<file path="config.mk">
export PLATFORM = sky130hd
export DESIGN_NAME = psr_rtc_core
export DESIGN_NICKNAME = d
export VERILOG_FILES = /design/src/psr_pkg.sv /design/src/psr_rtc_core.sv
export VERILOG_INCLUDE_DIRS = /design/src /design/src/src
export SDC_FILE = /design/constraint.sdc
export NUM_CORES = 1
export LEC_CHECK = 0
export ABC_AREA = 1
export ABC_CLOCK_PERIOD_IN_PS = 3500
export BUFFER_PORTS_ARGS = -buffer_cell sky130_fd_sc_hd__buf_2
export CORE_MARGIN = 5
export CORE_UTILIZATION = 43
export DETAILED_ROUTE_END_ITERATION = 10
export MAX_ROUTING_LAYER = met4
export PLACE_DENSITY = 0.62
export SLEW_MARGIN = 20
export SYNTH_ARGS = -nofsm -noshare
export SYNTH_HDL_FRONTEND = slang
export SYNTH_SLANG_ARGS = --single-unit
</file>
<file path="constraint.sdc">
create_clock -name clk_sys_i -period 3.5 [get_ports clk_sys_i]
set_input_delay 0.175 -clock clk_sys_i [delete_from_list [all_inputs] [get_ports clk_sys_i]]
set_output_delay 0.175 -clock clk_sys_i [all_outputs]
set_load 0.005 [all_outputs]
</file>
<file path="src/psr_defs.svh">
// offsets, field positions, reset values and timing counts of the clock
`ifndef PSR_DEFS_SVH
`define PSR_DEFS_SVH
`define PSR_UNLOCK_PATTERN 64'h5ca33ac55ca33ac5
`define PSR_XFER_BITS      64
`define PSR_LAST_BIT       6'h3f
`define PSR_ZERO_MASK      64'hff1f3f37bf7f7fff
`define PSR_RST_REGS       64'h0001012100000000
`define PSR_IDX_FRAC       0
`define PSR_IDX_SEC        1
`define PSR_IDX_MIN        2
`define PSR_IDX_HOUR       3
`define PSR_IDX_WDAY       4
`define PSR_IDX_DATE       5
`define PSR_IDX_MON        6
`define PSR_IDX_YEAR       7
`define PSR_HR_FMT         7
`define PSR_HR_PM          5
`define PSR_WD_RSTIGN      4
`define PSR_WD_HALT        5
`define PSR_CLK_NS         5
`define PSR_HUNDREDTH_NS   10000000
`endif

</file>
<file path="src/psr_pkg.sv">
// types of the phantom clock access logic
package psr_pkg;
	typedef enum logic [0:0]
	{
		PSR_HUNT = 1'b0,
		PSR_XFER = 1'b1
	} psr_mode_e;
endpackage

</file>
<file path="src/psr_rtc_core.sv">
// serial access, unlock and timekeeping registers of the phantom clock
// Notes on behaviour
// - unlock bytes c5 3a a3 5c twice, lsb first
// - eight byte registers, serial after 64-bit unlock
// - transfer walks reg0 bit0 to reg7 bit7
// - all time fields are bcd digits
// - hours bit 7 high selects 12-hour
// - hours bit 5 is pm or tens
// - day bit 4 set ignores reset pin
// - reset pin acts regardless of strobes
// - day bit 5 low runs the counters
// - unused bits read zero, writes ignored
// - hours layout, range 01-12 or 00-23
// - date field two-bit tens, range 01-31
// - read during unlock restarts the compare
// - mismatch freezes pointer until a read
// - 64 data cycles, memory select held high
// - before unlock, accesses pass to memory
`timescale 1ns/100ps
`include "psr_defs.svh"
module psr_rtc_core
	import psr_pkg::*;
#(
	parameter int unsigned TICK_CYCLES = `PSR_HUNDREDTH_NS / `PSR_CLK_NS
)
(
	input  wire logic clk_sys_i,
	input  wire logic rst_b_i,
	input  wire logic chip_select_in_b_i,
	input  wire logic oe_b_i,
	input  wire logic we_b_i,
	input  wire logic data_in_i,
	input  wire logic reset_pin_b_i,
	output logic      memory_select_out_b_o,
	output logic      data_out_o,
	output logic      data_out_oe_o
);
	localparam int unsigned TW = $clog2(TICK_CYCLES + 1);
	localparam logic [63:0] UNLOCK_PAT = `PSR_UNLOCK_PATTERN;

	function automatic logic [8:0] bcd_inc(input logic [7:0] v, input logic [7:0] lo,
		input logic [7:0] hi);
		if (v >= hi)
			return {1'b1, lo};
		if (v[3:0] == 4'h9)
			return {1'b0, v[7:4] + 4'h1, 4'h0};
		return {1'b0, v[7:4], v[3:0] + 4'h1};
	endfunction

	function automatic logic [7:0] month_len(input logic [7:0] mon, input logic [7:0] yr);
		logic leap;
		leap = yr[4] ? (yr[3:0] == 4'h2 || yr[3:0] == 4'h6)
			: (yr[3:0] == 4'h0 || yr[3:0] == 4'h4 || yr[3:0] == 4'h8);
		if (mon == 8'h02)
			return leap ? 8'h29 : 8'h28;
		if (mon == 8'h04 || mon == 8'h06 || mon == 8'h09 || mon == 8'h11)
			return 8'h30;
		return 8'h31;
	endfunction

	psr_mode_e     mode_ff, nxt_mode;
	logic [5:0]    ptr_ff, nxt_ptr;
	logic          fail_ff, nxt_fail;
	logic [5:0]    cnt_ff, nxt_cnt;
	logic [63:0]   shadow_ff, nxt_shadow;
	logic          dirty_ff, nxt_dirty;
	logic          act_ff;
	logic          wr_ff, nxt_wr;
	logic          wbit_ff, nxt_wbit;
	logic          mem_b_ff, nxt_mem_b;
	logic          q_ff, nxt_q;
	logic          q_oe_ff, nxt_q_oe;
	logic          commit, act, start, done, abort, halt;
	logic [63:0]   regs_ff, nxt_regs;
	logic [TW-1:0] tick_ff, nxt_tick;

	assign act   = !chip_select_in_b_i && (!we_b_i || !oe_b_i);
	assign start = act && !act_ff;
	assign done  = !act && act_ff;
	// reset pin sampled whatever the strobes show
	assign abort = !reset_pin_b_i && !regs_ff[8*`PSR_IDX_WDAY + `PSR_WD_RSTIGN];
	assign halt  = regs_ff[8*`PSR_IDX_WDAY + `PSR_WD_HALT];

	// access sequencing
	always_comb
	begin
		nxt_mode   = mode_ff;
		nxt_ptr    = ptr_ff;
		nxt_fail   = fail_ff;
		nxt_cnt    = cnt_ff;
		nxt_shadow = shadow_ff;
		nxt_dirty  = dirty_ff;
		nxt_wr     = start ? !we_b_i : wr_ff;
		nxt_wbit   = act ? data_in_i : wbit_ff;
		nxt_q      = q_ff;
		nxt_q_oe   = q_oe_ff && act;
		commit     = 1'b0;
		if (mode_ff == PSR_HUNT && done)
		begin
			if (!wr_ff)
			begin
				nxt_ptr  = 6'h00;
				nxt_fail = 1'b0;
			end
			else if (!fail_ff)
			begin
				if (wbit_ff == UNLOCK_PAT[ptr_ff])
				begin
					nxt_ptr = ptr_ff + 6'h01;
					if (ptr_ff == `PSR_LAST_BIT)
					begin
						nxt_mode   = PSR_XFER;
						nxt_cnt    = 6'h00;
						nxt_shadow = regs_ff;
						nxt_dirty  = 1'b0;
					end
				end
				else
					nxt_fail = 1'b1;
			end
		end
		if (mode_ff == PSR_XFER)
		begin
			if (start && we_b_i)
			begin
				nxt_q    = shadow_ff[cnt_ff];
				nxt_q_oe = 1'b1;
			end
			if (done)
			begin
				if (wr_ff)
				begin
					nxt_shadow[cnt_ff] = wbit_ff;
					nxt_dirty          = 1'b1;
				end
				nxt_cnt = cnt_ff + 6'h01;
				if (cnt_ff == `PSR_LAST_BIT)
				begin
					nxt_mode = PSR_HUNT;
					nxt_ptr  = 6'h00;
					nxt_fail = 1'b0;
					commit   = dirty_ff || wr_ff;
				end
			end
		end
		if (abort)
		begin
			nxt_mode  = PSR_HUNT;
			nxt_ptr   = 6'h00;
			nxt_fail  = 1'b0;
			nxt_dirty = 1'b0;
			nxt_q_oe  = 1'b0;
			commit    = 1'b0;
		end
		nxt_mem_b = (mode_ff == PSR_XFER) ? 1'b1 : chip_select_in_b_i;
	end

	always_ff @(posedge clk_sys_i)
	begin
		if (!rst_b_i)
		begin
			mode_ff   <= PSR_HUNT;
			ptr_ff    <= 6'h00;
			fail_ff   <= 1'b0;
			cnt_ff    <= 6'h00;
			shadow_ff <= 64'h0;
			dirty_ff  <= 1'b0;
			act_ff    <= 1'b0;
			wr_ff     <= 1'b0;
			wbit_ff   <= 1'b0;
			mem_b_ff  <= 1'b1;
			q_ff      <= 1'b0;
			q_oe_ff   <= 1'b0;
		end
		else
		begin
			mode_ff   <= nxt_mode;
			ptr_ff    <= nxt_ptr;
			fail_ff   <= nxt_fail;
			cnt_ff    <= nxt_cnt;
			shadow_ff <= nxt_shadow;
			dirty_ff  <= nxt_dirty;
			act_ff    <= act;
			wr_ff     <= nxt_wr;
			wbit_ff   <= nxt_wbit;
			mem_b_ff  <= nxt_mem_b;
			q_ff      <= nxt_q;
			q_oe_ff   <= nxt_q_oe;
		end
	end

	assign memory_select_out_b_o = mem_b_ff;
	assign data_out_o            = q_ff;
	assign data_out_oe_o         = q_oe_ff;

	// timekeeping cascade
	always_comb
	begin
		logic [8:0] s;
		logic [7:0] h;
		logic       c;
		s        = 9'h0;
		h        = 8'h0;
		c        = 1'b0;
		nxt_regs = regs_ff;
		nxt_tick = tick_ff;
		if (!halt)
		begin
			c        = (tick_ff == TW'(TICK_CYCLES - 1));
			nxt_tick = c ? '0 : tick_ff + TW'(1);
		end
		if (c)
		begin
			s = bcd_inc(regs_ff[7:0], 8'h00, 8'h99);
			nxt_regs[7:0] = s[7:0];
			c = s[8];
		end
		if (c)
		begin
			s = bcd_inc(regs_ff[15:8], 8'h00, 8'h59);
			nxt_regs[15:8] = s[7:0];
			c = s[8];
		end
		if (c)
		begin
			s = bcd_inc(regs_ff[23:16], 8'h00, 8'h59);
			nxt_regs[23:16] = s[7:0];
			c = s[8];
		end
		if (c)
		begin
			h = regs_ff[31:24];
			if (h[`PSR_HR_FMT])
			begin
				c = 1'b0;
				if ({3'b000, h[4:0]} == 8'h11)
				begin
					c = h[`PSR_HR_PM];
					h = {2'b10, !h[`PSR_HR_PM], 5'h12};
				end
				else if ({3'b000, h[4:0]} == 8'h12)
					h = {2'b10, h[`PSR_HR_PM], 5'h01};
				else
				begin
					s = bcd_inc({3'b000, h[4:0]}, 8'h01, 8'h12);
					h = {2'b10, h[`PSR_HR_PM], s[4:0]};
				end
			end
			else
			begin
				s = bcd_inc({2'b00, h[5:0]}, 8'h00, 8'h23);
				h = {2'b00, s[5:0]};
				c = s[8];
			end
			nxt_regs[31:24] = h;
		end
		if (c)
		begin
			s = bcd_inc({5'h00, regs_ff[34:32]}, 8'h01, 8'h07);
			nxt_regs[34:32] = s[2:0];
			s = bcd_inc(regs_ff[47:40], 8'h01, month_len(regs_ff[55:48], regs_ff[63:56]));
			nxt_regs[47:40] = s[7:0];
			c = s[8];
		end
		if (c)
		begin
			s = bcd_inc(regs_ff[55:48], 8'h01, 8'h12);
			nxt_regs[55:48] = s[7:0];
			c = s[8];
		end
		if (c)
		begin
			s = bcd_inc(regs_ff[63:56], 8'h00, 8'h99);
			nxt_regs[63:56] = s[7:0];
		end
		if (commit)
			nxt_regs = nxt_shadow & `PSR_ZERO_MASK;
	end

	always_ff @(posedge clk_sys_i)
	begin
		if (!rst_b_i)
		begin
			regs_ff <= `PSR_RST_REGS;
			tick_ff <= '0;
		end
		else
		begin
			regs_ff <= nxt_regs;
			tick_ff <= nxt_tick;
		end
	end
endmodule

</file>
==> results.ini <==
[setup_path]
crit_top_cell=nand2_1
crit_required_ns=3.85
start_kind=register
r2r_slack_ns=0.68
end_kind=register
crit_chain=inv_1, ha_1, nand2_1, nor3_1, o31ai_1, o221a_2, ha_1, nand2_1, nor2_1, nand2_1, nand3_1, nand4_2, nand2_4, inv_1, nand2_1, nand3_1, nand2_1, inv_1
worstPathArrival_ns=3.17
cp_max_fo=5
cp_slowest_stage_delay_ns=0.34
reg2reg_depth=18
crit_type=reg2reg
critical-path-slowest-cell=dfxtp_1

[grt]
grt_max_degree=85
antenna_found_initial=0
grt_pass1_wl_um=51510
grt_pass1_vias=9812
use_met3=0.03769
globalRoute.totalOverflow=0
use_met1=0.3224
track_usage=0.2329
grt_util_met2=0.3503
top_usage_layer=met2

[status]
outcome=completed

[power_and_ir_drop]
p_int_mw=2.871
p_comb_frac=0.027
swShare=0.2543
p_seq_frac=0.495
p_leak_nw=5.001
p_switching_mw=0.9787
pwr-share-clk=0.478
total_power_mw=3.849
p_per_area_mw_per_mm2=337.2
vdd_drop_max_uv=295.7

[floorplan]
die_y_um=167.0
ios=10
die_w_um=167.0
dieArea_mm2=0.02789
coreArea_mm2=0.02432
initial_core_util=0.4358
rows=57

[logic_synthesis]
synth_cell_types=51
synth_fp_nets=1679
avgSynthCellArea_um2=6.431
syn_inst=1648
ys_warn_count=0
ys_ff_latch=167
synth.yosys.seq_area_share=0.3155
synth_area_mm2=0.01060

[detailed_routing]
ant_nets=0
first_iter_violations=1090
num_vias=10750
drc=0
wl_per_cell_um=16.24
dr.pass1.iters=5
wirelength_um=31980
viasPerCell=5.457

[placement]
dp_hpwl_um=22910
gp_congestion=0.9137
port_buffers=9
dpl.cell_count=1936

[final_layout]
insertedDiodeCount=0
stdcell_count=1970
fill_cells=2538
syn_to_final_growth_pct=7.710
final_net_count=1664
final_util=0.4694
drive_above_1_share=0.08080

[clock_network]
cts_max_level=4
insertion_delay_ns=0.45
cts_max_path_buffers=2
clkSinkCount=167
cts_resized=0
cts_hold_buffers=2
cts_buffers=17
cts_root_buf=clkbuf_16
clk_pin_slew_worst_paths_ns=0.07
cts_setup_buffers=0
cts_tree=built

[timing]
worstMarginPinSlew_ns=1.044
rsz0062_at_grt=no
skew_ns=0.01903
finalHoldViolCount=0
setup_viol_count_final=0
clock.fmax_mhz=354.7
slew_headroom=0.3041
period_share=0.8056
fin_hold_ws_ns=0.03820
period_minus_slack_ns=2.819
setup_tns_ns=0
slew_viol_final=0

[worst_hold_path]
hold_depth=3
hold_path.class=in2reg

[flow_run]
drv_cap=0

## cells in the mapped netlist (all sizes together)
library cell	count	area share
o22ai	15	0.0089
a31oi	6	0.0035
or2	2	0.0014
xor2	18	0.015
o32ai	1	0.00083
ha	24	0.028
clkbuf	26	0.0092
a22oi	8	0.0057
nor4	6	0.0035
nand2	462	0.17
dfxtp	167	0.32
buf	45	0.029
inv	208	0.074
o221a	1	0.0011
o31ai	5	0.0035
o311ai	2	0.0017
xnor2	5	0.0041
nand4	27	0.017
o2bb2ai	1	0.00083
o221ai	4	0.0033
nor3	33	0.016
nand3	196	0.098
nor3b	4	0.0028
o211ai	40	0.036
and3	1	0.00059
nand3b	2	0.0014
a311oi	2	0.0017
a21oi	59	0.028
a31o	1	0.00083
a211oi	4	0.0028
nor2	180	0.074
o21ai	88	0.042
a21boi	2	0.0014
clkinv	3	0.0011
## metal layers
metal	share of wire	wire length [um]
met1	0.47	14890
met2	0.44	14040
met3	0.076	2442
met4	0.019	619
met5	0	0
## state kept, by name, summed over array words and instances (netlist names), named ones only
| name | count |
|---|---|
| shadow_ff | 64 |
| regs_ff | 60 |
| tick_ff | 21 |
| cnt_ff | 6 |
| ptr_ff | 6 |
| act_ff | 1 |
| data_out_o | 1 |
| data_out_oe_o | 1 |
| dirty_ff | 1 |
| fail_ff | 1 |
| memory_select_out_b_o | 1 |
| mode_ff | 1 |
| wbit_ff | 1 |
| wr_ff | 1 |
## critical path: cells and delay by family (launching register included)
kind | cells | cell delay [ns]
compound gates | 2 | 0.38
fa+ha+maj | 2 | 0.42
buf+inv | 3 | 0.22
flops | 1 | 0.34
simple gates | 11 | 1.35
## through the flow
| step | area (um2) | worst slack, ns |
|---|---|---|
| 2_1_floorplan | 10600 | 1.099 |
| 3_3_place_gp | 10840 | 0.7551 |
| 3_5_place_dp | 10840 | 0.6912 |
| 4_1_cts | 11410 | 0.6839 |
| 5_1_grt | 11410 | 0.3175 |
| 6_report | 11410 | 0.6806 |
## cells in the final DEF, fill, tap and decap left out, drive strengths merged, types with 2 or more instances in the layout
cell type    count
nand2          462
inv            215
nand3          196
nor2           180
dfxtp          167
o21ai           88
a21oi           59
o211ai          40
buf             35
nor3            33
nand4           27
ha              24
clkbuf          19
xor2            18
o22ai           15
a22oi            8
clkinv           7
a31oi            6
nor4             6
o31ai            5
xnor2            5
a211oi           4
nor3b            4
o221ai           4
nand3b           2
a21boi           2
a311oi           2
clkinvlp         2
dlygate4sd3      2
or2              2
o311ai           2
## final timing paths
kind,from,to
setup reg to reg,regs_ff[52],regs_ff[50]
hold reg to reg,ptr_ff[5],ptr_ff[5]
setup / recovery,regs_ff[52],regs_ff[50]
hold / removal,data_in_i,wbit_ff
## kinds of logic after synthesis
group / share of synthesized area
flops: 0.3155
xor+xnor: 0.01901
compound gates: 0.1413
simple gates: 0.3832
buf+inv: 0.1126
fa+ha+maj: 0.02834
## power groups by stage
stage,logic (mW),clock network [mW],registers [mW]
final,0.103,1.84,1.91
after global routing,0.111,1.95,1.91
after CTS,0.103,1.86,1.91
after detailed placement,0.100,0,1.95
after global placement,0.0998,0,1.95
after floorplan,0.0654,0,1.95
## final cells by class
type                       count  area [um2]  area share
clock buffer                  19       442.9     0.03880
clock inverter                13       110.1    0.009646
inverter                     211       792.0     0.06939
multi-input combinational   1199        6061      0.5310
sequential                   167        3343      0.2929
tap                          324       405.4     0.03551
timing repair buffer          37       260.3     0.02280
Note: power is estimated with default switching activity, not from simulation.
